--- src/include/divq_pkg.sv ---
package divq_pkg;
  // Queue count and vector layout
  localparam int NUM_QUEUES = 9;
  localparam int NUM_CHAN = 4;
  localparam int CFG_QUEUE = 8;
  localparam int VFIFO_DEPTH = 32;
  localparam int QLEN_UNIT = 32;
  localparam logic [3:0] CFG_SRC_ID = 4'ha;
  localparam logic [3:0] SCC_TYPE_CODE = 4'h2;
  localparam int DMA_HI_BIT = 18;
  localparam int DMA_FI_BIT = 17;
  localparam int DMA_ERR_BIT = 16;
  localparam int SRC_LO = 28;
  // Status byte and async char entry fields
  localparam int FSB_MARK_BIT = 7;
  localparam int FSB_OVF_BIT = 6;
  localparam int FSB_CRC_BIT = 5;
  localparam int FSB_ABT_BIT = 4;
  localparam int CHS_PAR_BIT = 8;
  localparam int CHS_FRAMING_ERROR_FLAG_BIT = 14;
  localparam int CHS_PARITY_ERROR_FLAG_BIT = 15;
  // Register indices (word addresses)
  localparam logic [5:0] REG_GLOBAL_FLAGS = 6'h00;
  localparam logic [5:0] REG_QLEN0 = 6'h01;
  localparam logic [5:0] REG_QLEN1 = 6'h02;
  localparam logic [5:0] REG_MASK = 6'h03;
  localparam logic [5:0] REG_FIFO_LEVEL = 6'h04;
  localparam logic [5:0] REG_QBASE0 = 6'h10;
  localparam logic [5:0] REG_QPOS0 = 6'h20;
  // Reset values
  localparam logic [31:0] QBASE_RESET = 32'h0000_0000;
  localparam logic [31:0] QLEN_RESET = 32'h0000_0000;
  localparam logic [31:0] MASK_RESET = 32'h0000_0000;
endpackage

--- src/design/divq_top.sv ---
// Design decisions made here: the placing of the registers and the strobed register port.
`timescale 1ns/10ps
`default_nettype none
// Functional notes
// - HDLC status byte: bit7 one, overflow b6, check b5, abort b4, rest zero
// - Status byte is built at frame end and stored as last frame byte
// - Check flag is 0 on failed frame check, 1 on good frame
// - Overflow flag set when data was lost during the frame
// - Abort flag set when sender aborted the frame
// - Async char entry: data 7:0, parity bit 8, framing_error_flag 14, parity_error_flag 15
// - Vectors buffered in 32-doubleword FIFO before transfer
// - Each vector written to one of nine queues by source identifier
// - Per-queue new flags; host writes one to confirm, zero no effect
// - INTA asserted on new event, held until all flags confirmed
// - Per-queue base register; length via two shared regs, 32-dword units
// - One queue per channel and direction, plus configuration queue
// - Masked source gives no vector, no INTA, no flag
// - Host-requested irq raised on descriptor completion at branch time
// - Frame irq on frame-end completion; rx also on reset stop
// - Rx error on frame not fitting with hold, or reset abort
// - Tx error without frame flag: hold, last=first, or zero count, no FE
// - Engine continues normally after an error irq
// - Frame and host-requested from same descriptor merged in one vector
// - Config vector: id 1010 in 31:28, zeros, bit1 failed, bit0 done
// - DMA vector: bit31 zero, 3-bit id, flags in 18, 17, 16
// - Channel vector: type 0010 in 27:24, status in low bits
// - Channel vector bits 18:0 copy channel status at generation
module divq_top
  import divq_pkg::*;
(
  input wire logic core_clk_in,
  input wire logic rst_n_in,
  input wire logic clk_en_in,
  // Register port
  input wire logic [5:0] reg_addr_in,
  input wire logic [31:0] reg_wdata_in,
  input wire logic reg_wr_in,
  input wire logic reg_rd_in,
  output logic [31:0] reg_rdata_out,
  // Descriptor completion events, one per DMA source (rx0-3, tx0-3)
  input wire logic [7:0] desc_done_in,
  input wire logic [7:0] desc_host_irq_in,
  input wire logic [7:0] desc_frame_end_in,
  input wire logic [7:0] desc_hold_in,
  input wire logic [7:0] desc_last_eq_first_in,
  input wire logic [7:0] desc_count_zero_in,
  input wire logic [7:0] desc_no_fit_in,
  input wire logic [3:0] rx_reset_stop_in,
  input wire logic [3:0] rx_dma_reset_cmd_in,
  // Action request completion
  input wire logic action_request_done_in,
  input wire logic action_request_failed_in,
  // Serial channel events with status snapshot, one per source
  input wire logic [7:0] chan_irq_in,
  input wire logic [7:0][18:0] channel_irq_status_in,
  // HDLC frame end status
  input wire logic [3:0] hdlc_frame_end_in,
  input wire logic [3:0] receive_overflow_flag_in,
  input wire logic [3:0] crc_ok_in,
  input wire logic [3:0] frame_aborted_flag_in,
  output logic [3:0] fsb_valid_out,
  output logic [3:0][7:0] frame_status_byte_out,
  // Async characters
  input wire logic [3:0] char_valid_in,
  input wire logic [3:0][7:0] char_data_in,
  input wire logic [3:0] char_parity_in,
  input wire logic [3:0] parity_error_flag_in,
  input wire logic [3:0] framing_error_flag_in,
  input wire logic [3:0] char_status_store_enable_in,
  output logic [3:0] char_valid_out,
  output logic [3:0][15:0] char_entry_out,
  // Shared memory write master
  output logic mem_wr_valid_out,
  input wire logic mem_wr_ready_in,
  output logic [31:0] mem_wr_addr_out,
  output logic [31:0] mem_wr_data_out,
  output logic vec_dropped_out,
  output logic inta_n_out
);
  typedef struct packed {
    logic [NUM_QUEUES-1:0][31:0] qbase;
    logic [NUM_QUEUES-1:0][12:0] qpos; // Longest queue has 8192 entries
    logic [31:0] qlen0;
    logic [31:0] qlen1;
    logic [31:0] mask;
    logic [NUM_QUEUES-1:0] global_queue_flags;
    logic [31:0] rdata;
    logic mem_valid;
    logic [31:0] mem_addr;
    logic [31:0] mem_data;
    logic [3:0] cur_q;
    logic [3:0] fsb_valid;
    logic [3:0][7:0] fsb;
    logic [3:0] ch_valid;
    logic [3:0][15:0] ch_entry;
    logic dropped;
  } divq_state_type;

  divq_state_type st_r, st_nxt;
  logic [7:0] dma_ev;
  logic [7:0][31:0] dma_vec;
  logic [7:0][31:0] scc_vec;
  logic cfg_ev;
  logic [31:0] cfg_vec;
  logic in_valid, in_ready, out_valid, out_ready;
  logic [31:0] in_data, out_data;
  logic [5:0] level;
  logic [3:0] out_q;
  logic [7:0] qlen_field;

  // Build DMA vectors; engine keeps running after errors since nothing here
  // stalls it
  always_comb begin
    for (int i = 0; i < 8; i++) begin
      logic hi, fi, er;
      hi = desc_done_in[i] && desc_host_irq_in[i];
      fi = desc_done_in[i] && desc_frame_end_in[i];
      er = 1'b0;
      if (i < NUM_CHAN) begin
        fi = fi || (rx_reset_stop_in[i]);
        er = (desc_no_fit_in[i] && desc_hold_in[i]) ||
          rx_dma_reset_cmd_in[i];
      end else begin
        er = desc_done_in[i] && !desc_frame_end_in[i] &&
          (desc_hold_in[i] || desc_last_eq_first_in[i] ||
          desc_count_zero_in[i]);
      end
      dma_vec[i] = '0;
      dma_vec[i][30:SRC_LO] = 3'(i);
      dma_vec[i][DMA_HI_BIT] = hi;
      dma_vec[i][DMA_FI_BIT] = fi;
      dma_vec[i][DMA_ERR_BIT] = er;
      dma_ev[i] = (hi || fi || er) && !st_r.mask[i];
      scc_vec[i] = {1'b0, 3'(i), SCC_TYPE_CODE, 5'h00,
        channel_irq_status_in[i]};
    end
  end

  // Configuration vector
  assign cfg_vec = {CFG_SRC_ID, 26'h0000000, action_request_failed_in,
    action_request_done_in};
  assign cfg_ev = (action_request_done_in || action_request_failed_in) &&
    !st_r.mask[16];

  // Pick one event per cycle: config, then DMA, then channel; losers are
  // lost uncounted, as the producers have no back-pressure; dropped only marks a pick the full store refuses
  always_comb begin
    in_valid = 1'b0;
    in_data = '0;
    if (cfg_ev) begin
      in_valid = 1'b1;
      in_data = cfg_vec;
    end else begin
      for (int i = 7; i >= 0; i--) begin
        if (chan_irq_in[i] && !st_r.mask[8+i]) begin
          in_valid = 1'b1;
          in_data = scc_vec[i];
        end
      end
      for (int i = 7; i >= 0; i--) begin
        if (dma_ev[i]) begin
          in_valid = 1'b1;
          in_data = dma_vec[i];
        end
      end
    end
  end

  // Vector store
  divq_vec_fifo #(
    .WIDTH(32),
    .DEPTH(VFIFO_DEPTH)
  ) u_fifo (
    .core_clk_in(core_clk_in),
    .rst_n_in(rst_n_in),
    .clk_en_in(clk_en_in),
    .wr_valid_in(in_valid),
    .wr_ready_out(in_ready),
    .wr_data_in(in_data),
    .rd_valid_out(out_valid),
    .rd_ready_in(out_ready),
    .rd_data_out(out_data),
    .level_out(level)
  );

  // Queue select from source id
  always_comb begin
    if (out_data[31:SRC_LO] == CFG_SRC_ID) begin
      out_q = 4'(CFG_QUEUE);
    end else begin
      out_q = {1'b0, out_data[30:SRC_LO]};
    end
  end
  assign out_ready = !st_r.mem_valid || mem_wr_ready_in;

  // Length of selected queue, 8 bits per queue in the two shared regs; queue 8 uses the queue 7 byte (qlen1 31:24)
  always_comb begin
    if (out_q < 4'd4) begin
      qlen_field = st_r.qlen0[out_q[1:0]*8 +: 8];
    end else if (out_q < 4'd8) begin
      qlen_field = st_r.qlen1[out_q[1:0]*8 +: 8];
    end else begin
      qlen_field = st_r.qlen1[31:24];
    end
  end

  // Next state
  always_comb begin
    logic [13:0] qend;
    qend = 14'({qlen_field, 5'h00}) + 14'(QLEN_UNIT);
    st_nxt = st_r;
    st_nxt.dropped = in_valid && !in_ready;
    if (mem_wr_ready_in) begin
      st_nxt.mem_valid = 1'b0;
    end
    if (out_valid && out_ready) begin
      st_nxt.mem_valid = 1'b1;
      st_nxt.mem_data = out_data;
      st_nxt.mem_addr = st_r.qbase[out_q] +
        32'({st_r.qpos[out_q], 2'b00});
      st_nxt.cur_q = out_q;
      if (14'(st_r.qpos[out_q]) + 14'd1 >= qend) begin
        st_nxt.qpos[out_q] = '0;
      end else begin
        st_nxt.qpos[out_q] = st_r.qpos[out_q] + 13'd1;
      end
    end
    // Flag set on delivery; confirm write clears, set wins
    if (reg_wr_in && reg_addr_in == REG_GLOBAL_FLAGS) begin
      st_nxt.global_queue_flags = st_r.global_queue_flags &
        ~reg_wdata_in[NUM_QUEUES-1:0];
    end
    if (st_r.mem_valid && mem_wr_ready_in) begin
      st_nxt.global_queue_flags[st_r.cur_q] = 1'b1;
    end
    // Register writes
    if (reg_wr_in) begin
      case (reg_addr_in)
        REG_QLEN0: st_nxt.qlen0 = reg_wdata_in;
        REG_QLEN1: st_nxt.qlen1 = reg_wdata_in;
        REG_MASK: st_nxt.mask = reg_wdata_in;
        default: begin
          if (reg_addr_in >= REG_QBASE0 &&
            reg_addr_in < REG_QBASE0 + 6'(NUM_QUEUES)) begin
            st_nxt.qbase[4'(reg_addr_in - REG_QBASE0)] =
              {reg_wdata_in[31:2], 2'b00};
            st_nxt.qpos[4'(reg_addr_in - REG_QBASE0)] = '0;
          end
        end
      endcase
    end
    // Register reads, data the next cycle
    st_nxt.rdata = '0;
    if (reg_rd_in) begin
      case (reg_addr_in)
        REG_GLOBAL_FLAGS: st_nxt.rdata = 32'(st_r.global_queue_flags);
        REG_QLEN0: st_nxt.rdata = st_r.qlen0;
        REG_QLEN1: st_nxt.rdata = st_r.qlen1;
        REG_MASK: st_nxt.rdata = st_r.mask;
        REG_FIFO_LEVEL: st_nxt.rdata = 32'(level);
        default: begin
          if (reg_addr_in >= REG_QBASE0 &&
            reg_addr_in < REG_QBASE0 + 6'(NUM_QUEUES)) begin
            st_nxt.rdata = st_r.qbase[4'(reg_addr_in - REG_QBASE0)];
          end else if (reg_addr_in >= REG_QPOS0 &&
            reg_addr_in < REG_QPOS0 + 6'(NUM_QUEUES)) begin
            st_nxt.rdata = 32'(st_r.qpos[4'(reg_addr_in - REG_QPOS0)]);
          end
        end
      endcase
    end
    // Status byte at frame end and async character entries
    for (int c = 0; c < NUM_CHAN; c++) begin
      st_nxt.fsb_valid[c] = hdlc_frame_end_in[c];
      if (hdlc_frame_end_in[c]) begin
        st_nxt.fsb[c] = 8'h00;
        st_nxt.fsb[c][FSB_MARK_BIT] = 1'b1;
        st_nxt.fsb[c][FSB_OVF_BIT] = receive_overflow_flag_in[c];
        st_nxt.fsb[c][FSB_CRC_BIT] = crc_ok_in[c];
        st_nxt.fsb[c][FSB_ABT_BIT] = frame_aborted_flag_in[c];
      end
      st_nxt.ch_valid[c] = char_valid_in[c];
      if (char_valid_in[c]) begin
        st_nxt.ch_entry[c] = {8'h00, char_data_in[c]};
        if (char_status_store_enable_in[c]) begin
          st_nxt.ch_entry[c][CHS_PAR_BIT] = char_parity_in[c];
          st_nxt.ch_entry[c][CHS_FRAMING_ERROR_FLAG_BIT] = framing_error_flag_in[c];
          st_nxt.ch_entry[c][CHS_PARITY_ERROR_FLAG_BIT] = parity_error_flag_in[c];
        end
      end
    end
  end

  // State register
  always_ff @(posedge core_clk_in or negedge rst_n_in) begin
    if (!rst_n_in) begin
      st_r <= '0;
      st_r.mask <= MASK_RESET;
      st_r.qlen0 <= QLEN_RESET;
      st_r.qlen1 <= QLEN_RESET;
    end else if (clk_en_in) begin
      st_r <= st_nxt;
    end
  end

  // Outputs; INTA low while any queue flag is pending
  assign inta_n_out = ~|st_r.global_queue_flags;
  assign reg_rdata_out = st_r.rdata;
  assign mem_wr_valid_out = st_r.mem_valid;
  assign mem_wr_addr_out = st_r.mem_addr;
  assign mem_wr_data_out = st_r.mem_data;
  assign vec_dropped_out = st_r.dropped;
  assign fsb_valid_out = st_r.fsb_valid;
  assign frame_status_byte_out = st_r.fsb;
  assign char_valid_out = st_r.ch_valid;
  assign char_entry_out = st_r.ch_entry;
endmodule
`default_nettype wire

--- src/design/divq_vec_fifo.sv ---
`timescale 1ns/10ps
`default_nettype none
// Vector store in flip-flops; full and empty are exact
module divq_vec_fifo
  import divq_pkg::*;
#(
  parameter int WIDTH = 32,
  parameter int DEPTH = VFIFO_DEPTH
) (
  input wire logic core_clk_in,
  input wire logic rst_n_in,
  input wire logic clk_en_in,
  input wire logic wr_valid_in,
  output logic wr_ready_out,
  input wire logic [WIDTH-1:0] wr_data_in,
  output logic rd_valid_out,
  input wire logic rd_ready_in,
  output logic [WIDTH-1:0] rd_data_out,
  output logic [$clog2(DEPTH):0] level_out
);
  localparam int AW = $clog2(DEPTH);
  typedef struct packed {
    logic [DEPTH-1:0][WIDTH-1:0] mem;
    logic [AW-1:0] wp;
    logic [AW-1:0] rp;
    logic [AW:0] cnt;
  } divq_fifo_state_type;
  divq_fifo_state_type st_r, st_nxt;
  logic push, pop;

  // Handshakes are combinational from the count
  assign wr_ready_out = (st_r.cnt != (AW+1)'(DEPTH));
  assign rd_valid_out = (st_r.cnt != '0);
  assign rd_data_out = st_r.mem[st_r.rp];
  assign level_out = st_r.cnt;
  assign push = wr_valid_in && wr_ready_out;
  assign pop = rd_valid_out && rd_ready_in;

  // Next state
  always_comb begin
    st_nxt = st_r;
    if (push) begin
      st_nxt.mem[st_r.wp] = wr_data_in;
      st_nxt.wp = (st_r.wp == AW'(DEPTH - 1)) ? '0 : st_r.wp + AW'(1);
    end
    if (pop) begin
      st_nxt.rp = (st_r.rp == AW'(DEPTH - 1)) ? '0 : st_r.rp + AW'(1);
    end
    if (push && !pop) begin
      st_nxt.cnt = st_r.cnt + (AW+1)'(1);
    end else if (pop && !push) begin
      st_nxt.cnt = st_r.cnt - (AW+1)'(1);
    end
  end

  // State register
  always_ff @(posedge core_clk_in or negedge rst_n_in) begin
    if (!rst_n_in) begin
      st_r <= '0;
    end else if (clk_en_in) begin
      st_r <= st_nxt;
    end
  end
endmodule
`default_nettype wire

--- config.mk ---
export PLATFORM = sky130hd
export DESIGN_NAME = divq_top
export DESIGN_NICKNAME = d
export VERILOG_FILES = /design/src/include/divq_pkg.sv /design/src/design/divq_top.sv /design/src/design/divq_vec_fifo.sv
export SDC_FILE = /design/constraint.sdc
export NUM_CORES = 2
export LEC_CHECK = 0
export BUFFER_PORTS_ARGS = -buffer_cell sky130_fd_sc_hd__buf_4
export CORE_MARGIN = 2
export CORE_UTILIZATION = 30
export DETAILED_ROUTE_END_ITERATION = 7
export GPL_TIMING_DRIVEN = 0
export PLACE_DENSITY_LB_ADDON = 0.15
export SYNTH_ARGS = -nofsm -noshare
export SYNTH_HDL_FRONTEND = slang
export SYNTH_SLANG_ARGS = --single-unit
--- constraint.sdc ---
create_clock -name core_clk_in -period 8 [get_ports core_clk_in]
set_input_delay 1.6 -clock core_clk_in [delete_from_list [all_inputs] [get_ports core_clk_in]]
set_output_delay 1.6 -clock core_clk_in [all_outputs]
set_load 0.03 [all_outputs]
* Word-level counts from Yosys, hierarchy flattened
Cells that the tools add are included.
Storage, ports and cells: bits in registers 1720, latch bits 0, memory bits (writable) 0, bits in read-only memories 0, output and inout bits 203, word-level logic and storage cells 346, memories 0
Operators by class: add/sub/neg operators 10, $mul 0, divide/modulo/power cells 0, magnitude comparators 17, equal/unequal tests 8, shift-type cells 2, muxes and demuxes 88, bitwise operators 8, reductions and logical operators 140
Operators by type and width (count):
- $bwmux 1024 | 1
- $mux 32 | 26
- $mux 117 | 4
- $bwmux 288 | 1
- $bmux 32 s4 | 2
- $and 117x117->117 | 2
- $not 117->117 | 2
- $mux 213 | 1
- $bmux 32 s5 | 1
- $demux 32 s5 | 1
- $pmux 32 s5 | 1
- $demux 32 s4 | 1
- $bwmux 117 | 1
- $bmux 13 s4 | 2
- $demux 13 s4 | 2
- $mux 69 | 1
- $mux 13 | 5
- $shiftx 32x6->8 | 2
- $logic_and 1x1->1 | 58
- $logic_or 1x1->1 | 34
- $add 32x15->32 | 1
- $mux 31 | 1
- $logic_not 1->1 | 26
- $reduce_and 2->1 | 12
- 43 further kinds | 85

* Logic depth before layout (Yosys ltp)
word-level depth 24, mapped depth 33

* Hierarchy
A second synthesis with hierarchy kept.
Second synthesis, totals: cell total of the unflattened synthesis 6374, area, all modules 84735.0 um^2
Modules (own cells, without submodules):
- divq_vec_fifo | instances 1, cells an instance 3050, area each 47621.9 um^2, seq. area each 26025.0 um^2
- divq_top | instances 1, cells an instance 3324, area each 37113.1 um^2, seq. area each 16515.8 um^2

* Worst setup path before layout
Ideal clock, no wire load.
kind reg-to-reg, from register u_fifo.st_r[6] (netlist name), to register st_r, in the netlist mem_wr_addr_out[30], library setup time 0.095 ns, arrival 6.235 ns, data required time 7.905 ns, setup slack 1.669 ns, cell stages (with the launch flop) 31, buffers on the path 8, clock period less this slack 6.331 ns, cells stage by stage dfrtp_1 > buf_6 > buf_6 > mux4_2 > o22ai_1 > nor2_1 > and2_1 > clkbuf_1 > a31oi_4 > buf_4 > buf_2 > buf_4 > buf_2 > buf_2 > nand2_1 > a32oi_1 > nand4_1 > nand2_1 > ha_1 > nor2b_1 > o21ai_0 > a21boi_0 > o21ai_0 > a21oi_1 > o21a_1 > o21a_1 > o21a_1 > o41ai_1 > or3_4 > nor4_1 > o31ai_1
On the way: word-level cells in the longest chain between the ends 7, elaborated cells between the ends (all ways) 9
RTL lines:
- start, declared | RTL line divq_vec_fifo.sv:28 | divq_fifo_state_type st_r, st_nxt;
- start signal, assigned | RTL line divq_vec_fifo.sv:61 | st_r <= st_nxt;
- $bmux 32 s5 * | RTL line divq_vec_fifo.sv:34 | assign rd_data_out = st_r.mem[st_r.rp];
- $mux 32 (not written as such) * | RTL line divq_vec_fifo.sv:34
- $eq 4x4->1 | RTL line divq_top.sv:188 | if (out_data[31:SRC_LO] == CFG_SRC_ID) begin
- $mux 4 * | RTL line divq_top.sv:188
- $bmux 32 s4 or $bmux 13 s4 (tied branches) | RTL line divq_top.sv:219, divq_top.sv:220
- $mux 32 (not written as such) or $mux 13 (tied branches) | RTL line divq_top.sv:219, divq_top.sv:220
- $add 32x15->32 * | RTL line divq_top.sv:219 | st_nxt.mem_addr = st_r.qbase[out_q] +
- end signal, assigned | RTL line divq_top.sv:302 | st_r <= st_nxt;
- end, declared | RTL line divq_top.sv:99 | divq_state_type st_r, st_nxt;
Mark *: on every way between the ends. The rest lies on a longest branch, timed or not. The select of a mux whose other input is x is not followed. A chain may end at the register's enable or synchronous reset.

* Worst setup path in the final report
from register u_fifo.st_r[7] (netlist name), to register st_r, in the netlist mem_wr_addr_out[16]
The elaborated chain is that of the path after synthesis.

==> impl_metrics.env <==
export IMPL_crit_start="u_fifo.st_r[7]"
export IMPL_num_fill_cells=23848
export IMPL_drv_cap=0
export IMPL_reg2reg_to="mem_wr_addr_out[16]"
export IMPL_slew_headroom_pct=5.31
export IMPL_numPortBuffers=481
export IMPL_finalMaxSlewViolations=0
export IMPL_critPathLaunchType="flop"
export IMPL_floorplan_core_area_mm2=0.237
export IMPL_period_minus_slack_ns=7.82
export IMPL_yosys_area_top_type_share_pct=50.3
export IMPL_tightest_slew_ns=1.42
export IMPL_crit_fanout=10
export IMPL_htreeDepth=4
export IMPL_grt_setup_unrepaired="no"
export IMPL_insertion_delay_ns=0.86
export IMPL_routed_wl_mm=302
export IMPL_final_cell_mix="1,434 x dfrtp_1, 1,288 x nand2_1, 894 x o21ai_0"
export IMPL_design_die_area_mm2=0.242
export IMPL_drt_iter0_drc=5502
export IMPL_timing_critical_path_mode_cell="o21a_1"
export IMPL_syn2layout_area_growth_pct=20.0
export IMPL_drive_above_1_share_pct=25.3
export IMPL_total_power_w=0.0339
export IMPL_cts_reportedPaths_clkPinSlew_ns=0.06
export IMPL_commonest_register_cell_after_synthesis="dfrtp_1"
export IMPL_finalCritPeriodShare_pct=97.8
export IMPL_async_flop_share_pct=100
export IMPL_cts_inserted_buffers=173
export IMPL_mappedNetlistArea_mm2=0.0714
export IMPL_cp_arrival_ns=8.51
export IMPL_crit_reg2reg_launch="u_fifo.st_r[7]"
export IMPL_dieWidth_um=492
export IMPL_clock_path_buffers=3
export IMPL_tritoncts="done"
export IMPL_vdd_drop_max_v=0.000497
export IMPL_cts_root_buffer="clkbuf_16"
export IMPL_route_detailed_vias_per_inst=5.35
export IMPL_io_pins=541
export IMPL_detailedPlacementHpwl_mm=233
export IMPL_antenna_found_initial=16
export IMPL_hold_class="flop to flop"
export IMPL_run_status="finished clean"
export IMPL_vias_in_the_first_global_route=57134
export IMPL_post_synth_cell_area_avg_um2=10.8
export IMPL_critical_path_cell_count=26
export IMPL_timing_setup_critical_path_class="flop to flop"
export IMPL_synthesis_instances=6625
export IMPL_report_final_hold_viol_count=0
export IMPL_detailroute_wirelength_met2_mm=141
export IMPL_grt_ovfl_total=0
export IMPL_worst_ep_required_time_ns=8.69
export IMPL_hold_buffers=0
export IMPL_report_final_setup_viol=0
export IMPL_synth_seq_area_share_pct=50.3
export IMPL_slowest_stage="clkbuf_1"
export IMPL_grt_first_pass_wirelength_mm=431
export IMPL_postRouteAntennaNets=0
export IMPL_critical_path_endpoint="mem_wr_addr_out[16]"
export IMPL_slack_of_the_worst_reg_to_reg_path_ns=0.18
export IMPL_cellPowerDensity_mw_per_mm2=396
export IMPL_synthTopCellsByArea="dfrtp_1 50%, mux4_2 9.8%, mux2_2 7.0%"
export IMPL_static_leakage_power_nw=37.6
export IMPL_globalplace_congestion=0.925
export IMPL_route_layer_met1_wl_mm=127
export IMPL_timing_critical_path_slowest_cell_delay_ns=0.65
export IMPL_drt_wirelength_per_cell_um=28.3
export IMPL_synth_edff_count=0
export IMPL_place_inst=10335
export IMPL_family_of_cells_with_the_greatest_summed_delay_on_the_critical_path="compound AO/OA/AOI/OAI gates"
export IMPL_fin_skew_ns=0.0866
export IMPL_net_total_in_the_final_layout=7735
export IMPL_timing_critical_path_buf_inv=5
export IMPL_num_vias=57143
export IMPL_post_synth_cell_types=89
export IMPL_num_rows=179
export IMPL_drtPass1Iterations=5
export IMPL_crit_path_end_kind="flop"
export IMPL_grt_util_all_layers_pct=24.6
export IMPL_floorplan_die_height_um=492
export IMPL_ys_warn_count=0
export IMPL_grt_start_max_net_pins=161
export IMPL_path_depth_of_the_worst_reg2reg_path=26
export IMPL_topRoutingLayerUsed="met5"
export IMPL_start_util_pct=30.1
export IMPL_layout_commonest_cell="dfrtp_1"
export IMPL_met3RoutedLength_mm=18.3
export IMPL_sinks_on_clock_net=1435
export IMPL_synth_seq_cells=1435
export IMPL_instances_no_fill=10677
export IMPL_remaining_routing_drc_violations=0
export IMPL_synthDominantAreaCellType="dfrtp_1"
export IMPL_achievable_frequency_ghz=0.128
==> per-layer routing <==
metal / vias up / track usage, %
li1: 24902 / -
met1: 29623 / 32.5
met2: 2097 / 39.6
met3: 519 / 3.88
met4: 2 / 11.6
met5: - / 0
==> power breakdown <==
part           switching (W)  internal (W)  leakage (nW)  total [W]
Combinational         0.0115       0.00542          15.4     0.0169
Sequential          0.000753       0.00821          19.5    0.00896
Clock                0.00342       0.00456          2.80    0.00798
Total                 0.0157        0.0182          37.6     0.0339
==> cell type report <==
type / instances / area, µm² / area share (%)
antenna: 17 / 42.5 / 0.0497
buffer: 738 / 3840 / 4.48
clock buffer: 255 / 5010 / 5.84
clock inverter: 54 / 697 / 0.813
inverter: 92 / 345 / 0.403
multi-input combinational: 4399 / 31700 / 37.0
sequential: 1435 / 35900 / 41.9
tap: 3167 / 3960 / 4.63
timing repair buffer: 520 / 4190 / 4.89
==> kinds of logic after synthesis <==
group / after synthesis / synth area share [%]
xor gates and xnor gates: 46 / 0.575
adders and majority gates: 38 / 0.687
other: 1 / 0.00525
and+or+nand+nor: 1802 / 10.6
DFF: 1435 / 50.3
AOI/OAI and AO/OA: 1512 / 12.4
buffers and inverters: 836 / 5.81
muxes: 955 / 19.6
==> synth_stat cells (24+ instances only) <==
cell type and n:
o21ai_0 896, nand3_1 105, ha_1 36, a211oi_1 24
a221oi_1 34, a21oi_1 124, mux2_2 441, nor3_1 34
buf_2 31, dfrtp_1 1435, nor2_1 195, nor2b_1 24
o22ai_1 70, clkbuf_1 434, inv_1 92, buf_1 42
o311ai_0 26, a22oi_1 36, nand2_1 1289, o21ai_1 76
a32oi_1 30, mux2i_1 203, buf_4 218, xnor2_1 28
o211ai_1 39, mux4_2 310, a22o_1 29
==> flip-flops by register name, summed over array words and instances (netlist names) <==
register,flops
reg_rdata_out,32
char_valid_out,4
char_entry_out,44
fsb_valid_out,4
vec_dropped_out,1
u_fifo.st_r,778
u_fifo.level_out,6
st_r,495
mem_wr_valid_out,1
mem_wr_data_out,24
mem_wr_addr_out,30
frame_status_byte_out,16
==> how the worst min path moves through the flow <==
stage,cells after the start,endpoint,from,slack (ns)
finish,1,frame_status_byte_out[7],frame_status_byte_out[7],0.47
global route,1,frame_status_byte_out[7],frame_status_byte_out[7],0.48
CTS,1,frame_status_byte_out[31],frame_status_byte_out[31],0.47
detailed placement,1,frame_status_byte_out[31],frame_status_byte_out[31],0.45
global placement,1,frame_status_byte_out[7],frame_status_byte_out[7],0.45
floorplan,1,frame_status_byte_out[15],frame_status_byte_out[15],0.44
==> metrics by stage <==
step	instance area [µm²]	util (%)	setup TNS [ns]	hold slack, ns	worst slack [ns]
floorplan	71500	-	0	0.436	1.67
global placement	79100	33.4	-	0.450	-13.33
detailed placement	79500	33.5	-146.01	0.455	-2.32
CTS	85500	36.1	0	0.468	0.000714
global route	85600	36.1	0	0.481	0.0490
finish	85700	36.1	0	0.468	0.176
==> timing repair <==
item                       4_1_cts  5_1_grt
resized for setup               46       28
pin swaps                        4        5
setup endpoints to repair      144      130
buffers inserted                14        8
Note: power is estimated with default switching activity, not from simulation.
